## src/shared/cmpc_defines.svh

```systemverilog
// offsets, field positions and reset values of the comparator control block
`ifndef CMPC_DEFINES_SVH
`define CMPC_DEFINES_SVH
`define CMPC_OFS_MIRROR    8'h6f
`define CMPC_OFS_CTRL0_C1  8'h70
`define CMPC_OFS_CTRL1_C1  8'h71
`define CMPC_OFS_NCH_C1    8'h72
`define CMPC_OFS_PCH_C1    8'h73
`define CMPC_OFS_CTRL0_C2  8'h74
`define CMPC_OFS_CTRL1_C2  8'h75
`define CMPC_OFS_NCH_C2    8'h76
`define CMPC_OFS_PCH_C2    8'h77
`define CMPC_OFS_SYSCTL    8'h78
`define CMPC_OFS_FLAGS     8'h79
`define CMPC_BIT_EN        7
`define CMPC_BIT_OUT       6
`define CMPC_BIT_POL       4
`define CMPC_BIT_HYS       1
`define CMPC_BIT_SYNC      0
`define CMPC_BIT_RISE      1
`define CMPC_BIT_FALL      0
`define CMPC_RST_BYTE      8'h00
`define CMPC_ADC_SEL_C1    2'h1
`define CMPC_ADC_SEL_C2    2'h2
`endif

```

## src/shared/cmpc_pkg.sv

```systemverilog
// types shared by the comparator control block
`default_nettype none
package cmpc_pkg;
  // per comparator first control register fields
  typedef struct packed {
    logic       enable;
    logic       output_invert;
    logic       hysteresis_enable;
    logic       sync_enable;
  } cmpc_ctrl0_t;
  // per comparator second control register fields
  typedef struct packed {
    logic       rise_irq_enable;
    logic       fall_irq_enable;
  } cmpc_ctrl1_t;
  // analog front end request toward the comparator core
  typedef struct packed {
    logic       power_on;
    logic       hyst_on;
    logic [2:0] positive_channel_select;
    logic [2:0] negative_channel_select;
    logic       inputs_connected;
  } cmpc_afe_t;
  // bus slave states for the write path
  typedef enum logic [1:0] {
    CMPC_W_IDLE,
    CMPC_W_RESP
  } cmpc_wstate_t;
endpackage : cmpc_pkg
`default_nettype wire

```

## src/core/cmpc_edge.sv

```systemverilog
// edge detector and sticky flag for one comparator
`default_nettype none
module cmpc_edge
  import cmpc_pkg::*;
(
  input  wire logic clock,
  input  wire logic rst_n,
  input  wire logic result,
  input  wire logic rise_en,
  input  wire logic fall_en,
  input  wire logic flag_clear,
  output logic      flag,
  output logic      rose
);
  logic prev_q;   // result of the previous instruction cycle
  logic flag_q;   // sticky edge flag
  logic rise_w;   // rising edge seen this cycle
  logic fall_w;   // falling edge seen this cycle

  // edges come from comparing this cycle with the last one
  assign rise_w = result & ~prev_q;
  assign fall_w = ~result & prev_q;

  // history register
  always_ff @(posedge clock) begin
    if (!rst_n) begin
      prev_q <= 1'b0;
    end else begin
      prev_q <= result;
    end
  end

  // flag: set wins over clear
  always_ff @(posedge clock) begin
    if (!rst_n) begin
      flag_q <= 1'b0;
    end else if ((rise_w & rise_en) | (fall_w & fall_en)) begin
      flag_q <= 1'b1;
    end else if (flag_clear) begin
      flag_q <= 1'b0;
    end
  end

  assign flag = flag_q;
  assign rose = rise_w;

  flag_set_a: assert property (@(posedge clock) disable iff (!rst_n)
    (rise_w & rise_en) |=> flag_q) else $error("rising edge did not set flag");
  set_wins_a: assert property (@(posedge clock) disable iff (!rst_n)
    (fall_w & fall_en & flag_clear) |=> flag_q) else $error("clear beat edge");
  no_edge_a: assert property (@(posedge clock) disable iff (!rst_n)
    (!flag_q && $past(result) == result) |=> !flag_q)
    else $error("flag set without edge");
endmodule : cmpc_edge
`default_nettype wire

```

## src/core/cmpc_sync.sv

```systemverilog
// falling edge re-timing of a comparator result on the prescaled timer clock
`default_nettype none
module cmpc_sync
  import cmpc_pkg::*;
(
  input  wire logic clock,
  input  wire logic rst_n,
  input  wire logic result,
  input  wire logic sync_enable,
  input  wire logic timer_clk_level,
  input  wire logic timer_runs,
  output logic      routed
);
  logic tclk_q;   // timer clock level of the previous cycle
  logic held_q;   // result held since the last falling edge
  logic fall_w;   // falling edge of the prescaled timer clock

  // the timer counts on its rising edge, so latching on the falling one avoids a race
  assign fall_w = tclk_q & ~timer_clk_level & timer_runs;

  // timer clock history
  always_ff @(posedge clock) begin
    if (!rst_n) begin
      tclk_q <= 1'b0;
    end else begin
      tclk_q <= timer_clk_level;
    end
  end

  // latch on falling edge only
  always_ff @(posedge clock) begin
    if (!rst_n) begin
      held_q <= 1'b0;
    end else if (fall_w) begin
      held_q <= result;
    end
  end

  // sync mode picks the held copy, otherwise pass straight through
  assign routed = sync_enable ? held_q : result;

  sync_hold_a: assert property (@(posedge clock) disable iff (!rst_n)
    (sync_enable && !fall_w) |=> $stable(held_q)) else $error("latch moved off edge");
  sync_take_a: assert property (@(posedge clock) disable iff (!rst_n)
    fall_w |=> held_q == $past(result)) else $error("latch missed edge");
  pass_thru_a: assert property (@(posedge clock) disable iff (!rst_n)
    !sync_enable |-> routed == result) else $error("async path re-timed");
endmodule : cmpc_sync
`default_nettype wire

```

## src/core/cmpc_top.sv

```systemverilog
// comparator output control: registers, result latch, routing, edges and wake
`include "cmpc_defines.svh"
`default_nettype none
module cmpc_top
  import cmpc_pkg::*;
#(
  parameter int NUM_CMP  = 2,
  parameter int PORT_W   = 8
) (
  input  wire logic              clock,
  input  wire logic              rst_n,
  // axi4-lite slave
  input  wire logic [9:0]        s_axi_awaddr,
  input  wire logic              s_axi_awvalid,
  output logic                   s_axi_awready,
  input  wire logic [31:0]       s_axi_wdata,
  input  wire logic [3:0]        s_axi_wstrb,
  input  wire logic              s_axi_wvalid,
  output logic                   s_axi_wready,
  output logic [1:0]             s_axi_bresp,
  output logic                   s_axi_bvalid,
  input  wire logic              s_axi_bready,
  input  wire logic [9:0]        s_axi_araddr,
  input  wire logic              s_axi_arvalid,
  output logic                   s_axi_arready,
  output logic [31:0]            s_axi_rdata,
  output logic [1:0]             s_axi_rresp,
  output logic                   s_axi_rvalid,
  input  wire logic              s_axi_rready,
  // analog comparator core
  input  wire logic [NUM_CMP-1:0] cmp_raw,
  output var cmpc_afe_t [NUM_CMP-1:0] afe_ctrl,
  // sync timer
  input  wire logic              timer_clk_level,
  input  wire logic              timer_on_sys_clock,
  output logic [NUM_CMP-1:0]     routed_result,
  // interrupt controller and power
  input  wire logic              sleep_mode,
  output logic [NUM_CMP-1:0]     irq_request,
  output logic                   wake_request,
  // adc
  output logic                   adc_trigger,
  // port read masking
  input  wire logic [PORT_W-1:0] port_pins,
  input  wire logic [PORT_W-1:0] analog_pin_select,
  output logic [PORT_W-1:0]      port_read_value
);
  ////////////////////////////////////////////////////////////////////////////
  // registers
  cmpc_ctrl0_t [NUM_CMP-1:0] ctrl0_q;            // first control registers
  cmpc_ctrl1_t [NUM_CMP-1:0] ctrl1_q;            // second control registers
  logic [NUM_CMP-1:0][2:0]   pch_q;              // positive channel select
  logic [NUM_CMP-1:0][2:0]   nch_q;              // negative channel select
  logic [NUM_CMP-1:0]        edge_irq_enable_q;  // per comparator irq enable
  logic                      global_irq_enable_q;// global irq enable
  logic [1:0]                adc_trigger_select_q; // adc trigger source
  logic [NUM_CMP-1:0]        result_q;           // latched polarity-adjusted result
  logic [NUM_CMP-1:0]        gated_w;            // raw result after enable gate
  logic [NUM_CMP-1:0]        adj_w;              // polarity-adjusted result
  logic [NUM_CMP-1:0]        edge_flag;          // sticky flags
  logic [NUM_CMP-1:0]        rose_w;             // rising edges of latched results
  logic [NUM_CMP-1:0]        flag_clr_w;         // software clear pulses
  logic                      adc_trig_q;         // registered adc trigger

  ////////////////////////////////////////////////////////////////////////////
  // write channel: take address and data in either order
  cmpc_wstate_t wstate_q;          // write response state
  logic         aw_held_q;         // address captured
  logic         w_held_q;          // data captured
  logic [9:0]   awaddr_q;          // captured address
  logic [7:0]   wbyte_q;           // captured low byte
  logic         wlane_q;           // low byte lane enabled
  logic         wr_go;             // perform the write this cycle

  assign s_axi_awready = (wstate_q == CMPC_W_IDLE) && !aw_held_q;
  assign s_axi_wready  = (wstate_q == CMPC_W_IDLE) && !w_held_q;
  assign wr_go         = (wstate_q == CMPC_W_IDLE) && aw_held_q && w_held_q;
  assign s_axi_bresp   = 2'h0;
  assign s_axi_bvalid  = (wstate_q == CMPC_W_RESP);

  // capture address and data, then answer
  always_ff @(posedge clock) begin
    if (!rst_n) begin
      wstate_q  <= CMPC_W_IDLE;
      aw_held_q <= 1'b0;
      w_held_q  <= 1'b0;
      awaddr_q  <= 10'h000;
      wbyte_q   <= 8'h00;
      wlane_q   <= 1'b0;
    end else begin
      case (wstate_q)
        CMPC_W_IDLE: begin
          if (s_axi_awvalid && s_axi_awready) begin
            aw_held_q <= 1'b1;
            awaddr_q  <= s_axi_awaddr;
          end
          if (s_axi_wvalid && s_axi_wready) begin
            w_held_q <= 1'b1;
            wbyte_q  <= s_axi_wdata[7:0];
            wlane_q  <= s_axi_wstrb[0];
          end
          if (wr_go) begin
            aw_held_q <= 1'b0;
            w_held_q  <= 1'b0;
            wstate_q  <= CMPC_W_RESP;
          end
        end
        CMPC_W_RESP: begin
          if (s_axi_bready) begin
            wstate_q <= CMPC_W_IDLE;
          end
        end
        default: begin
          wstate_q <= CMPC_W_IDLE;
        end
      endcase
    end
  end

  // register index of a byte address; indexes run past 0x3f, so more than eight address bits are needed
  function automatic logic [7:0] word_of(input logic [9:0] a);
    word_of = a[9:2];
  endfunction : word_of

  ////////////////////////////////////////////////////////////////////////////
  // register writes; byte address is four times the register index
  logic wr_ok;                      // write with low lane enabled
  assign wr_ok = wr_go && wlane_q;

  // per comparator control registers
  always_ff @(posedge clock) begin
    if (!rst_n) begin
      ctrl0_q <= '0;
      ctrl1_q <= '0;
      pch_q   <= '0;
      nch_q   <= '0;
    end else if (wr_ok) begin
      for (int i = 0; i < NUM_CMP; i++) begin
        if (word_of(awaddr_q) == `CMPC_OFS_CTRL0_C1 + 8'(4 * i)) begin
          ctrl0_q[i].enable            <= wbyte_q[`CMPC_BIT_EN];
          ctrl0_q[i].output_invert     <= wbyte_q[`CMPC_BIT_POL];
          ctrl0_q[i].hysteresis_enable <= wbyte_q[`CMPC_BIT_HYS];
          ctrl0_q[i].sync_enable       <= wbyte_q[`CMPC_BIT_SYNC];
        end
        if (word_of(awaddr_q) == `CMPC_OFS_CTRL1_C1 + 8'(4 * i)) begin
          ctrl1_q[i].rise_irq_enable <= wbyte_q[`CMPC_BIT_RISE];
          ctrl1_q[i].fall_irq_enable <= wbyte_q[`CMPC_BIT_FALL];
        end
        if (word_of(awaddr_q) == `CMPC_OFS_NCH_C1 + 8'(4 * i)) begin
          nch_q[i] <= wbyte_q[2:0];
        end
        if (word_of(awaddr_q) == `CMPC_OFS_PCH_C1 + 8'(4 * i)) begin
          pch_q[i] <= wbyte_q[2:0];
        end
      end
    end
  end

  // system control: irq enables, global enable, adc trigger select
  always_ff @(posedge clock) begin
    if (!rst_n) begin
      edge_irq_enable_q    <= '0;
      global_irq_enable_q  <= 1'b0;
      adc_trigger_select_q <= 2'h0;
    end else if (wr_ok && word_of(awaddr_q) == `CMPC_OFS_SYSCTL) begin
      edge_irq_enable_q    <= wbyte_q[NUM_CMP-1:0];
      global_irq_enable_q  <= wbyte_q[7];
      adc_trigger_select_q <= wbyte_q[5:4];
    end
  end

  // writing ones to the flag register clears those flags
  assign flag_clr_w = (wr_ok && word_of(awaddr_q) == `CMPC_OFS_FLAGS) ?
                      wbyte_q[NUM_CMP-1:0] : '0;

  ////////////////////////////////////////////////////////////////////////////
  // read channel: one cycle after the address, data from a register
  logic [7:0] rd_byte;               // decoded read byte

  // read decode
  always_comb begin
    rd_byte = 8'h00;
    case (word_of(s_axi_araddr))
      `CMPC_OFS_MIRROR: rd_byte = {6'h00, result_q};
      `CMPC_OFS_CTRL0_C1: rd_byte = {ctrl0_q[0].enable, result_q[0], 1'b0,
                          ctrl0_q[0].output_invert, 2'b00,
                          ctrl0_q[0].hysteresis_enable, ctrl0_q[0].sync_enable};
      `CMPC_OFS_CTRL1_C1: rd_byte = {6'h00, ctrl1_q[0]};
      `CMPC_OFS_NCH_C1: rd_byte = {5'h00, nch_q[0]};
      `CMPC_OFS_PCH_C1: rd_byte = {5'h00, pch_q[0]};
      `CMPC_OFS_CTRL0_C2: rd_byte = {ctrl0_q[1].enable, result_q[1], 1'b0,
                          ctrl0_q[1].output_invert, 2'b00,
                          ctrl0_q[1].hysteresis_enable, ctrl0_q[1].sync_enable};
      `CMPC_OFS_CTRL1_C2: rd_byte = {6'h00, ctrl1_q[1]};
      `CMPC_OFS_NCH_C2: rd_byte = {5'h00, nch_q[1]};
      `CMPC_OFS_PCH_C2: rd_byte = {5'h00, pch_q[1]};
      `CMPC_OFS_SYSCTL: rd_byte = {global_irq_enable_q, 1'b0, adc_trigger_select_q,
                                   2'b00, edge_irq_enable_q};
      `CMPC_OFS_FLAGS: rd_byte = {6'h00, edge_flag};
      default: rd_byte = 8'h00;
    endcase
  end

  assign s_axi_arready = !s_axi_rvalid;
  assign s_axi_rresp   = 2'h0;

  // read data register
  always_ff @(posedge clock) begin
    if (!rst_n) begin
      s_axi_rvalid <= 1'b0;
      s_axi_rdata  <= 32'h0000_0000;
    end else if (s_axi_arvalid && s_axi_arready) begin
      s_axi_rvalid <= 1'b1;
      s_axi_rdata  <= {24'h00_0000, rd_byte};
    end else if (s_axi_rready) begin
      s_axi_rvalid <= 1'b0;
    end
  end

  ////////////////////////////////////////////////////////////////////////////
  // comparator result path
  always_comb begin
    for (int i = 0; i < NUM_CMP; i++) begin
      gated_w[i]                      = cmp_raw[i] & ctrl0_q[i].enable;
      adj_w[i]                        = gated_w[i] ^ ctrl0_q[i].output_invert;
      afe_ctrl[i].power_on            = ctrl0_q[i].enable;
      afe_ctrl[i].hyst_on             = ctrl0_q[i].hysteresis_enable;
      afe_ctrl[i].inputs_connected    = ctrl0_q[i].enable;
      afe_ctrl[i].positive_channel_select = pch_q[i];
      afe_ctrl[i].negative_channel_select = nch_q[i];
    end
  end

  // internal result latched every instruction cycle
  always_ff @(posedge clock) begin
    if (!rst_n) begin
      result_q <= '0;
    end else begin
      result_q <= adj_w;
    end
  end

  ////////////////////////////////////////////////////////////////////////////
  // per comparator edge logic and timer-synchronised routing
  for (genvar g = 0; g < NUM_CMP; g++) begin : g_cmp
    cmpc_edge u_edge (
      .clock      (clock),
      .rst_n      (rst_n),
      .result     (result_q[g]),
      .rise_en    (ctrl1_q[g].rise_irq_enable),
      .fall_en    (ctrl1_q[g].fall_irq_enable),
      .flag_clear (flag_clr_w[g]),
      .flag       (edge_flag[g]),
      .rose       (rose_w[g])
    );
    cmpc_sync u_sync (
      .clock           (clock),
      .rst_n           (rst_n),
      .result          (adj_w[g]),
      .sync_enable     (ctrl0_q[g].sync_enable),
      .timer_clk_level (timer_clk_level),
      .timer_runs      (!(sleep_mode && timer_on_sys_clock)),
      .routed          (routed_result[g])
    );
  end

  ////////////////////////////////////////////////////////////////////////////
  // interrupt request, wake and adc trigger
  always_comb begin
    for (int i = 0; i < NUM_CMP; i++) begin
      irq_request[i] = edge_flag[i] & edge_irq_enable_q[i] & global_irq_enable_q &
                       ctrl0_q[i].enable &
                       (ctrl1_q[i].rise_irq_enable | ctrl1_q[i].fall_irq_enable);
    end
  end

  // wake needs only the per comparator irq enable
  assign wake_request = sleep_mode && |(edge_flag & edge_irq_enable_q);

  // trigger pulse on the selected comparator rising
  always_ff @(posedge clock) begin
    if (!rst_n) begin
      adc_trig_q <= 1'b0;
    end else begin
      adc_trig_q <= (adc_trigger_select_q == `CMPC_ADC_SEL_C1 && rose_w[0]) ||
                    (adc_trigger_select_q == `CMPC_ADC_SEL_C2 && rose_w[1]);
    end
  end
  assign adc_trigger = adc_trig_q;

  // analog pins read as zero
  assign port_read_value = port_pins & ~analog_pin_select;

  ////////////////////////////////////////////////////////////////////////////
  // checks
  gate_off_a: assert property (@(posedge clock) disable iff (!rst_n)
    !ctrl0_q[0].enable |-> gated_w[0] == 1'b0) else $error("disabled result not zero");
  inputs_off_a: assert property (@(posedge clock) disable iff (!rst_n)
    !ctrl0_q[1].enable |-> !afe_ctrl[1].inputs_connected)
    else $error("inputs connected while off");
  latch_each_a: assert property (@(posedge clock) disable iff (!rst_n)
    ##1 result_q == $past(adj_w)) else $error("result not latched");
  mirror_same_a: assert property (@(posedge clock) disable iff (!rst_n)
    (s_axi_arvalid && s_axi_arready && word_of(s_axi_araddr) == `CMPC_OFS_MIRROR)
    |=> s_axi_rdata[1:0] == $past(result_q)) else $error("mirror read wrong");
  irq_gate_a: assert property (@(posedge clock) disable iff (!rst_n)
    irq_request[0] |-> global_irq_enable_q && edge_irq_enable_q[0] && edge_flag[0])
    else $error("irq without enables");
  adc_trig_a: assert property (@(posedge clock) disable iff (!rst_n)
    (adc_trigger_select_q == `CMPC_ADC_SEL_C1 && rose_w[0]) |=> adc_trigger)
    else $error("adc trigger missed");
  port_mask_a: assert property (@(posedge clock) disable iff (!rst_n)
    (port_read_value & analog_pin_select) == '0) else $error("analog pin read high");
  bresp_hold_a: assert property (@(posedge clock) disable iff (!rst_n)
    (s_axi_bvalid && !s_axi_bready) |=> s_axi_bvalid) else $error("bvalid dropped");
  wr_cov_c: cover property (@(posedge clock) disable iff (!rst_n) s_axi_bvalid && s_axi_bready);
  flag_cov_c: cover property (@(posedge clock) disable iff (!rst_n) $rose(edge_flag[0]));
  adc_cov_c: cover property (@(posedge clock) disable iff (!rst_n) adc_trigger);
  wake_cov_c: cover property (@(posedge clock) disable iff (!rst_n) wake_request);
endmodule : cmpc_top
`default_nettype wire

```

## config.mk

```make
export PLATFORM = sky130hd
export DESIGN_NAME = cmpc_top
export DESIGN_NICKNAME = d
export VERILOG_FILES = /design/src/shared/cmpc_pkg.sv /design/src/core/cmpc_edge.sv /design/src/core/cmpc_sync.sv /design/src/core/cmpc_top.sv
export VERILOG_INCLUDE_DIRS = /design/src /design/src/shared
export SDC_FILE = /design/constraint.sdc
export NUM_CORES = 1
export LEC_CHECK = 0
export ABC_CLOCK_PERIOD_IN_PS = 1700
export BUFFER_PORTS_ARGS = -buffer_cell sky130_fd_sc_hd__buf_2
export CAP_MARGIN = 20
export CORE_MARGIN = 3
export CORE_UTILIZATION = 35
export CTS_BUF_LIST = sky130_fd_sc_hd__clkbuf_4 sky130_fd_sc_hd__clkbuf_8
export DETAILED_ROUTE_END_ITERATION = 16
export HOLD_SLACK_MARGIN = 0.08
export PLACE_DENSITY_LB_ADDON = 0.1
export REMOVE_ABC_BUFFERS = 1
export SLEW_MARGIN = 20
export SYNTH_ARGS = -nofsm -noshare
export SYNTH_HDL_FRONTEND = slang
export SYNTH_HIERARCHICAL = 1
export SYNTH_SLANG_ARGS = --single-unit
```

## constraint.sdc

```tcl
create_clock -name clock -period 1.7 [get_ports clock]
set_input_delay 0.34 -clock clock [delete_from_list [all_inputs] [get_ports clock]]
set_output_delay 0.34 -clock clock [all_outputs]
set_load 0.01 [all_outputs]
```

## After elaboration in Yosys (flattened, before gate mapping)

Cells that the tools add are included.

| word-level totals | value |
|---|---|
| register bits | 71 |
| output and inout bits | 73 |
| logic and storage cells | 152 |

| cells by class | value |
|---|---|
| eq/ne operators | 26 |
| muxes and demuxes | 17 |
| bitwise gates (word level) | 34 |
| reductions and logical operators | 39 |

Operators by type and width:

| kind | number |
|---|---|
| 8-bit by 7-bit equality test with 1-bit output, second input constant | 21 |
| 8-bit case mux with 11 select lines | 1 |
| 2-bit AND reduction | 13 |
| 1-bit bitwise AND | 20 |
| 1-bit logical AND | 14 |
| 1-bit 2-to-1 mux | 12 |
| 2-bit nonzero test | 5 |
| 8-bit bitwise AND | 1 |
| 8-bit inverter | 1 |
| 2-bit 2-to-1 mux | 3 |
| 1-bit inverter | 5 |
| 2-bit by 1-bit equality test with 1-bit output, second input constant | 2 |
| 1-bit logical NOT | 4 |
| 1-bit bitwise OR | 4 |
| 2-bit case mux with 2 select lines | 1 |
| 2-bit bitwise AND | 1 |
| 2-bit equality test, second input constant | 1 |
| 2-bit logical NOT | 1 |
| 2-bit by 1-bit inequality test with 1-bit output, second input constant | 1 |
| 2-bit inequality test, second input constant | 1 |
| 2-bit OR reduction | 1 |
| 1-bit XOR | 2 |
| 1-bit logical OR | 1 |

## Logic depth before layout (Yosys ltp)

Gate-level depths: netlist of run 1.

| logic depth | value |
|---|---|
| depth after elaboration | 8 |
| mapped depth | 6 |
| gate-level depth less buffers | 6 |

## Hierarchy

Netlist of run 1, hierarchy kept.

By module, submodules not included:

| module | times used | cells an instance | area each (µm²) | seq. area each (µm²) |
|---|---|---|---|---|
| cmpc_top | 1 | 358 | 3006.6 | 1161.1 |
| cmpc_sync | 2 | 8 | 96.3 | 40.0 |
| cmpc_edge | 2 | 8 | 83.8 | 40.0 |

## Worst setup path after synthesis of run 1

OpenSTA, ideal clock, no wires.

| timing path | value |
|---|---|
| path kind | register -> register |
| start | reg wstate_q[0] |
| end | reg adc_trigger_select_q[1] |
| data arrival time | 1.494 ns |
| required time | 1.572 ns |
| setup slack | 0.079 ns |
| stages on the path, launching flop included | 7 |
| clock period less this slack | 1.621 ns |
| path through | dfxtp_1 > nand4b_1 > nor3_2 > or4b_1 > buf_2 > mux2i_1 > nor2_1 |

| on the way | value |
|---|---|
| word-level cells in the longest chain between the ends | 5 |

Ends and longest elaborated chain:

| item | RTL line | text |
|---|---|---|
| start, declared | cmpc_top.sv:67 | `cmpc_wstate_t wstate_q;` |
| start signal, assigned | cmpc_top.sv:84 | `wstate_q <= CMPC_W_IDLE;` |
| start signal, assigned | cmpc_top.sv:105 | `wstate_q <= CMPC_W_RESP;` |
| start signal, assigned | cmpc_top.sv:110 | `wstate_q <= CMPC_W_IDLE;` |
| 2-bit logical NOT | cmpc_top.sv:77 | `assign wr_go = (wstate_q == CMPC_W_IDLE) && aw_held_q && w_held_q;` |
| 1-bit logical AND (2 in a row) | cmpc_top.sv:77 |  |
| 1-bit logical AND | cmpc_top.sv:128 | `assign wr_ok = wr_go && wlane_q;` |
| 1-bit logical AND (no source line) | - |  |
| end signal, assigned | cmpc_top.sv:168 | `adc_trigger_select_q <= wbyte_q[5:4];` |
| end, declared | cmpc_top.sv:56 | `logic [1:0] adc_trigger_select_q;` |

No other way between the ends.
A chain may end at the register's enable or synchronous reset.

## Worst setup path after layout of run 1

| timing path | value |
|---|---|
| start | reg ctrl0_q, in the netlist afe_ctrl[9] |
| end | out routed_result[1] |

| on the way | value |
|---|---|
| word-level cells in the longest chain between the ends | 3 |

Ends and longest elaborated chain:

| item | RTL line | text |
|---|---|---|
| start, declared | cmpc_top.sv:50 | `cmpc_ctrl0_t [NUM_CMP-1:0] ctrl0_q;` |
| 1-bit bitwise AND | cmpc_top.sv:224 | `gated_w[i] = cmp_raw[i] & ctrl0_q[i].enable;` |
| 1-bit XOR | cmpc_top.sv:225 | `adj_w[i] = gated_w[i] ^ ctrl0_q[i].output_invert;` |
| via adj_w[1] | cmpc_top.sv:59 | `logic [NUM_CMP-1:0] adj_w;` |
| 1-bit 2-to-1 mux | cmpc_sync.sv:40 | `assign routed = sync_enable ? held_q : result;` |
| end, declared | cmpc_top.sv:36 | `output logic [NUM_CMP-1:0] routed_result,` |

The timed path passes the listed nets, and every way through them passes these cells.

==> reports/qor.csv, run 1 <==
metric;value;unit
Via Count;2952;
Final Critical Period;1640;ps
crit path max-delay cell type;dfxtp_1;
footprint of the multi-input gates;1830;µm²
total power;3.15;mW
Setup-failing EPs final;0;
synth top area cells;dfxtp_1 39%, mux2i_1 10%, buf_4 7.8%, nor2_1 5.1%, nand2_1 4.3%;
Setup Skew;13.9;ps
Crit Path Max Fanout;3;
Yosys reg bits;66;
element type at the critical path end;primary output;
post-synthesis cell area;3370;µm²
CP Launch Type;flop;
global route total overflow;0;
# DRC;0;
Synth Instances;390;
WL final;8.45;mm
RSZ-0062 raised after global routing;true;
Power Density;744;nW/µm²
Post-DP HPWL;6.43;mm
Hold Crit Class;in2reg;
routability cong.;0.799;
initial antenna violation count;0;
FILL cells;951;
Tot GR Track Use;0.155;
fmax;611;MHz
worst hold path cell count;3;
fin. max-slew vios;0;
Hold Violations, Final;0;
top cell type by total area after synthesis;dfxtp_1;
slowest stage delay, CP;330;ps
TritonCTS clock tree;built;
largest net degree at the start of global routing;57;
crit path kind;reg2out;
global-route wire length before repair;13.8;mm
vias in the first global route;2788;
Initial Utilization;0.363;
Clock Latency Late Sink;340;ps
DRT antenna net count;0;
top_reg_cell synth;dfxtp_1;
row count;35;
1st-iter DRT viols;130;
layout cell share with drive strength beyond 1;0.331;
CP Cell Sequence;nand2_1 > xnor2_2 > mux2_2 > buf_2;
Synth top area share;0.392;
clock tree buffer depth;2;
outcome;complete, no violations;
CP delay by family, top;flip-flops;
TritonCTS buffer count;9;
vias per cell;4.66;
count leader, synth;dfxtp_1;
fin crit share;0.962;
Synthesis Warnings;6;
Worst Path Arrival;1300;ps
antenna cells;0;
Pre-Repair DR Iteration Count;5;
Post-synth ARST share;0;
Post-CTS Hold Fix Bufs;0;
Buffers on Ports;94;
Yosys cell types;43;
worst vdd ir;0.379;mV
htree depth;3;
Core ar.;9280;µm²
WP depth;4;
DR WL/cell;13.4;µm
Syn-to-layout area delta;25.7;%
commonest cells in the netlist;66 x dfxtp_1, 46 x nor2_1, 39 x nand2_1;
cells on worst reg2reg path;6;
CTS Sinks;66;
Final WS setup;64.3;ps
Leak Pwr;1.94;nW
CP Buf/Inv Count;1;
Die Area;10800;µm²
Die Height;104;µm
Seq/Total Area, Yosys;0.392;
DP Worst Slack;34.5;ps
Req. time, crit path;1360;ps
Max-cap violations;0;
Clock Tree Root;clkbuf_8;
number of I/O pins;157;
Syn Area/Cell;8.63;µm²
Worst-path clk slew;70;ps
die width;104;µm
register area;1320;µm²
Final #Nets;583;
number of synthesized flops with an enable pin;0;
## flip-flops by register name, summed over array words and instances (netlist names)
register,cells
afe_ctrl,16
awaddr_q,8
adc_trigger,1
s_axi_rvalid,1
s_axi_rdata,7
adc_trigger_select_q,2
global_irq_enable_q,1
g_cmp.u_sync/tclk_q,2
ctrl1_q,4
aw_held_q,1
ctrl0_q,4
result_q,2
g_cmp.u_edge/flag,2
g_cmp.u_sync/held_q,2
g_cmp.u_edge/prev_q,2
w_held_q,1
wlane_q,1
edge_irq_enable_q,2
wbyte_q,6
wstate_q,1
## tightest hold or removal path, stage by stage
cell,delay (ps)
buf_2,70
mux2i_1,50
nor2_1,70
## cell usage in the layout, fill, tap and decap left out, types with 3 or more instances in the layout
cell type / count
and2_2: 4
conb_1: 29
nand2_1: 39
or3_1: 3
and2_1: 6
nand4_1: 3
clkbuf_4: 3
nor3b_1: 3
nand3_1: 14
dfxtp_1: 64
buf_4: 27
clkbuf_8: 9
nand3b_1: 6
nand4b_1: 7
nor2b_1: 13
buf_2: 94
mux2_2: 6
inv_1: 5
nand2b_1: 7
o21ai_0: 13
mux2i_1: 35
nor2_1: 44
a21oi_1: 29
## final cells by class
| type | instances | share of cell area |
|---|---|---|
| clock buffer | 12 | 0.0346 |
| clock inverter | 4 | 0.00680 |
| multi-input combinational | 293 | 0.432 |
| timing repair buffer | 124 | 0.171 |
| sequential | 66 | 0.313 |
| inverter | 5 | 0.00443 |
| tap | 129 | 0.0381 |
## power breakdown
group	internal [mW]	switching, mW	leakage (nW)
sequential	1.58	0.0376	0.536
clock	0.578	0.592	0.0868
combinational	0.169	0.191	1.31
total	2.33	0.820	1.94
## path summary, 6_finish.rpt
kind	startpoint	end	slack (ps)
hold / removal	s_axi_awaddr[7]	awaddr_q[7]	230
setup / recovery	afe_ctrl[9]	routed_result[1]	60
hold reg to reg	s_axi_rdata[6]	s_axi_rdata[6]	450
setup reg to reg	wstate_q[0]	edge_irq_enable_q[1]	70
## stage by stage
stage | hold slack, ps | util | TNS (ps) | cells | instance area [µm²]
2_1_floorplan | 435 | - | -2490 | 364 | 3130
3_3_place_gp | 439 | 0.431 | 0 | 615 | 4000
3_5_place_dp | 443 | 0.431 | 0 | 615 | 4000
4_1_cts | 219 | 0.450 | 0 | 631 | 4170
5_1_grt | 222 | 0.456 | -513 | 633 | 4230
6_report | 231 | 0.456 | 0 | 633 | 4230
## logic make-up (layout without fill, tap and decap cells)
logic type / Yosys count / after routing / share of synthesized area
buf+inv: 59 / 145 / 0.107
flops: 66 / 66 / 0.392
simple gates: 165 / 165 / 0.269
mux: 42 / 42 / 0.131
compound gates: 55 / 55 / 0.0948
other cells: 1 / 29 / 0.00111
xor+xnor: 2 / 2 / 0.00520
## metal layers
metal  global-route usage  up-vias  part of all wire
li1                     -     1504                 -
met1                0.200     1343              0.45
met2                0.245       90              0.47
met3               0.0528       15             0.061
met4               0.0484        0             0.019
met5                    0        -                 0
## repair_timing
action                                  in CTS  in global routing
gates resized for setup                      0                 11
setup buffers                                0                  2
endpoints found under the setup margin       0                 22
(Power assumes the default switching activity.)
==> inputs of run 2 (changes only) <==
--- a/config.mk
+++ b/config.mk
@@ -9,7 +9,7 @@
 export ABC_CLOCK_PERIOD_IN_PS = 1700
 export BUFFER_PORTS_ARGS = -buffer_cell sky130_fd_sc_hd__buf_2
 export CAP_MARGIN = 20
-export CORE_MARGIN = 3
+export CORE_MARGIN = 5
 export CORE_UTILIZATION = 35
 export CTS_BUF_LIST = sky130_fd_sc_hd__clkbuf_4 sky130_fd_sc_hd__clkbuf_8
 export DETAILED_ROUTE_END_ITERATION = 16
==> reports/qor.csv, run 2 (synthesis results as in run 1) <==
metric;value;unit;change
Final #Nets;584;;+0.17%
Setup-failing EPs final;0;;unchanged
outcome;complete, no violations;;
Clock Tree Root;clkbuf_8;;
clock tree buffer depth;2;;unchanged
TritonCTS buffer count;9;;unchanged
element type at the critical path end;flop;;
Setup Skew;10.4;ps;-3.56 ps
vias per cell;4.64;;-0.50%
routability cong.;0.749;;-6.2%
DR WL/cell;13.7;µm;+2.3%
Max-cap violations;0;;unchanged
largest net degree at the start of global routing;33;;-42%
Util after Layout;0.460;;+0.00363
Power Density;799;nW/µm²;+7.4%
initial antenna violation count;0;;unchanged
Worst-path clk slew;70;ps;about the same
crit path kind;reg2reg;;
global route total overflow;0;;unchanged
layout cell share with drive strength beyond 1;0.339;;+0.00726
fin crit share;0.967;;+0.00496
Crit Path Max Fanout;5;;+2
post-cts sizing count;0;;unchanged
Buffers on Ports;94;;unchanged
commonest non-fill, non-tap cell in the layout;buf_2;;
CP Launch Type;flop;;
Post-CTS Hold Fix Bufs;0;;unchanged
TritonCTS clock tree;built;;
Hold Crit Class;in2reg;;
Clock Latency Late Sink;330;ps;about the same
Initial Utilization;0.361;;-0.00170
Fin Hold WS;244;ps;+13.8 ps
Die Area;11700;µm²;+7.8%
Hold Violations, Final;0;;unchanged
htree depth;3;;unchanged
leading cell types in the layout, fill and taps excluded;94 x buf_2, 61 x dfxtp_1, 45 x nor2_1;;
RSZ-0062 raised after global routing;true;;
die width;108;µm;+3.8%
fmax;608;MHz;-0.51%
vias in the first global route;2768;;-0.72%
Req. time, crit path;1910;ps;+550 ps
CTS Sinks;66;;unchanged
worst vdd ir;0.573;mV;+51%
WL final;8.66;mm;+2.5%
Syn-to-layout area delta;27.3;%;
1st-iter DRT viols;129;;-0.77%
Via Count;2942;;-0.34%
antenna cells;0;;unchanged
Pre-Repair DR Iteration Count;4;;-1
Die Height;108;µm;+3.8%
Core ar.;9330;µm²;+0.47%
Leak Pwr;1.96;nW;+1.2%
global-route wire length before repair;13.8;mm;-0.40%
Tot GR Track Use;0.148;;-0.00698
number of I/O pins;157;;unchanged
row count;35;;unchanged
fin. max-slew vios;0;;unchanged
DRT antenna net count;0;;unchanged
Post-DP HPWL;6.72;mm;+4.5%
Setup Fix Bufs, Post-CTS;0;;unchanged
max reg flops;16;;unchanged
# DRC;0;;unchanged
Final Critical Period;1640;ps;+8.43 ps
Worst Path Arrival;1850;ps;+550 ps
==> run 2: changes by cell type in the layout (fill, tap and decap cells not counted), sizes merged <==
cell	before	now
clkbuf	12	15
clkinv	2	0
clkinvlp	2	0
buf	124	125
bufinv	0	1
==> run 2: layer usage <==
metal / wire, µm / vias up / global-route usage
met5: 0 / - / 0
met3: 485 / 4 / 0.0478
li1: - / 1507 / -
met4: 60 / 0 / 0.0334
met2: 4010 / 85 / 0.239
met1: 4110 / 1346 / 0.194
==> run 2: layout make-up <==
| type | count | area (µm²) |
|---|---|---|
| clock inverters | 1 | 30.0 |
| repair buffers | 125 | 719 |
| clock buffers | 15 | 194 |
| inverters | 5 | 18.8 |
| multi-input cells | 293 | 1840 |
| well taps | 129 | 161 |
| fillers | 943 | 5040 |
| flip-flops and latches | 66 | 1330 |
==> run 2: power by group <==
group	internal (mW)	switching [mW]	total [mW]
registers	1.58	0.0380	1.62
clock network	0.873	0.567	1.44
logic	0.169	0.195	0.363
total	2.62	0.800	3.42
==> run 2: final timing paths <==
kind	startpoint	end	slack, ps	cells past startpoint
worst max-delay path	wstate_q[0]	global_irq_enable_q	60	6
worst min-delay path	s_axi_awaddr[6]	awaddr_q[6]	240	3
worst max register to register	wstate_q[0]	global_irq_enable_q	60	6
worst min register to register	s_axi_rdata[5]	s_axi_rdata[5]	450	2
==> run 2: through the flow <==
stage	instances	power [mW]	TNS, ps	setup slack, ps	cell area, µm²
after floorplan	364	1.83	-2490	-274	3130
after global placement	618	2.01	0	58.9	4010
after detailed placement	618	2.01	0	42.7	4010
after CTS	634	3.46	0	27.1	4230
after global routing	634	3.59	-83.7	-26.0	4290
final	634	3.42	0	55.9	4290
==> run 2: critical path: stages, from the launching register on <==
cell and delay (ps):
dfxtp_2 320, nand4b_1 200, nor3_2 160, or4b_4 480, buf_6 150, mux2i_1 150, nor2_1 50
==> inputs of run 3 (changes only) <==
--- a/config.mk
+++ b/config.mk
@@ -9,7 +9,8 @@
 export ABC_CLOCK_PERIOD_IN_PS = 1700
 export BUFFER_PORTS_ARGS = -buffer_cell sky130_fd_sc_hd__buf_2
 export CAP_MARGIN = 20
-export CORE_MARGIN = 5
+export CORE_ASPECT_RATIO = 0.7
+export CORE_MARGIN = 2
 export CORE_UTILIZATION = 35
 export CTS_BUF_LIST = sky130_fd_sc_hd__clkbuf_4 sky130_fd_sc_hd__clkbuf_8
 export DETAILED_ROUTE_END_ITERATION = 16
==> reports/qor.csv, run 3 (synthesis results as in run 1) <==
metric;value;unit;change
DP Area;3970;µm²;-1.1%
placed insts;608;;-1.6%
layout cell share with drive strength beyond 1;0.326;;-0.0126
Clock Latency Late Sink;350;ps;+20 ps
FILL cells;962;;+2.0%
CP Launch Type;flop;;
Crit Path Max Fanout;3;;-2
Power Density;760;nW/µm²;-4.9%
Tot GR Track Use;0.169;;+0.0206
Core ar.;9220;µm²;-1.2%
R2R setup slack;100;ps;+40 ps
Die Area;10400;µm²;-11%
global-route wire length before repair;13.6;mm;-1.3%
Finished Cell Area;4190;µm²;-2.3%
worst hold path cell count;3;;unchanged
Setup Skew;6.46;ps;-3.92 ps
commonest non-fill, non-tap cell in the layout;buf_2;;
Clock Tree Root;clkbuf_8;;
Setup-failing EPs final;0;;unchanged
largest net degree at the start of global routing;57;;+73%
Req. time, crit path;1360;ps;-550 ps
clock tree buffer depth;2;;unchanged
htree depth;3;;unchanged
antenna cells;0;;unchanged
Hold Violations, Final;0;;unchanged
element type at the critical path end;primary output;;
WL final;8.53;mm;-1.6%
vias per cell;4.72;;+1.8%
Initial Utilization;0.365;;+0.00436
Final WS setup;92.7;ps;+36.8 ps
vias in the first global route;2692;;-2.7%
Worst-path clk slew;70;ps;about the same
Post-CTS Hold Fix Bufs;0;;unchanged
Hold Crit Class;in2reg;;
fmax;622;MHz;+2.3%
Leak Pwr;1.90;nW;-2.8%
Worst Path Arrival;1270;ps;-580 ps
CTS Sinks;66;;unchanged
max reg flops;16;;unchanged
Final #Nets;580;;-0.68%
Buffers on Ports;94;;unchanged
worst vdd ir;0.521;mV;-9.0%
fin. max-slew vios;0;;unchanged
reg-to-reg critical path startpoint;awaddr_q[6];;
fin crit share;0.945;;-0.0217
DRT antenna net count;0;;unchanged
Post-DP HPWL;6.52;mm;-2.9%
Pre-Repair DR Iteration Count;4;;unchanged
worst reg2reg path endpoint;afe_ctrl[14];;
leading cell types in the layout, fill and taps excluded;94 x buf_2, 62 x dfxtp_1, 44 x nor2_1;;
cells on worst reg2reg path;5;;-1
Syn-to-layout area delta;24.4;%;
1st-iter DRT viols;198;;+53%
Hold EP;awaddr_q[9];;
TritonCTS buffer count;9;;unchanged
number of I/O pins;157;;unchanged
outcome;complete, no violations;;
Final Critical Period;1610;ps;-36.8 ps
DP Worst Slack;0.469;ps;-42.2 ps
global route total overflow;0;;unchanged
routability cong.;0.792;;+5.7%
DR WL/cell;13.7;µm;about the same
die width;121;µm;+12%
crit path kind;reg2out;;
TritonCTS clock tree;built;;
CP Cell Sequence;nand2_1 > xnor2_1 > mux2_2 > buf_2;;
Via Count;2948;;+0.20%
hold path start;s_axi_awaddr[9];;
row count;29;;-17%
slowest stage delay, CP;330;ps;-150 ps
Fin Hold WS;226;ps;-18.4 ps
crit path max-delay cell type;dfxtp_2;;
# DRC;0;;unchanged
initial antenna violation count;0;;unchanged
Max-cap violations;0;;unchanged
final std cells w/o fill;624;;-1.6%
Die Height;86.1;µm;-20%
Sum Neg Setup Slack;0;ps;unchanged
[run 3: changes by cell type in the layout (fill, tap and decap cells not counted), moves of 2 or more]
cell,before,now
o21ai_0,13,11
o21ai_1,0,2
buf_4,29,26
clkbuf_8,13,11
[run 3: final cells by class]
type / count / area, µm² / area share
clock buffers: 13 / 166 / 0.0397
clock inverters: 2 / 12.5 / 0.00299
inverters: 5 / 18.8 / 0.00448
multi-input cells: 293 / 1820 / 0.435
flip-flops and latches: 66 / 1330 / 0.317
well taps: 124 / 155 / 0.0370
repair buffers: 121 / 686 / 0.164
[run 3: per-layer routing]
metal  GRT usage  wire length (µm)
met1       0.244              4070
met2       0.236              3660
met3      0.0545               742
met4      0.0554                48
met5           0                 0
[run 3: worst max path at each step]
stage	from	end
2_1_floorplan	wstate_q[0]	adc_trigger_select_q[0]
3_3_place_gp	wstate_q[0]	edge_irq_enable_q[0]
3_5_place_dp	wstate_q[0]	adc_trigger_select_q[1]
4_1_cts	wstate_q[0]	g_cmp[1].u_edge/flag
5_1_grt	wstate_q[0]	edge_irq_enable_q[0]
6_report	afe_ctrl[9]	routed_result[1]
[run 3: where the power goes]
part	total, mW	internal, mW	leakage [nW]	switching (mW)
clock	1.20	0.631	0.0923	0.572
sequential	1.62	1.58	0.537	0.0409
combinational	0.355	0.163	1.27	0.192
[run 3: critical path: cells and delay by family (launching register included)]
family / cells / cell delay [ps]
and+or+nand+nor: 1 / 50
muxes: 1 / 260
buffers and inverters: 1 / 140
xor gates and xnor gates: 1 / 140
DFF: 1 / 330
[run 3: timing repair]
action / 4_1_cts / 5_1_grt
cloned: 0 / 0
buffers inserted: 0 / 1
pin swaps: 0 / 1
resized for setup: 2 / 11
endpoints found under the setup margin: 7 / 14
[run 3: per-stage QoR]
stage	total power, mW	util
3_3_place_gp	2.00	0.430
4_1_cts	3.24	0.450
3_5_place_dp	2.01	0.430
2_1_floorplan	1.83	-
6_report	3.18	0.454
5_1_grt	3.35	0.454
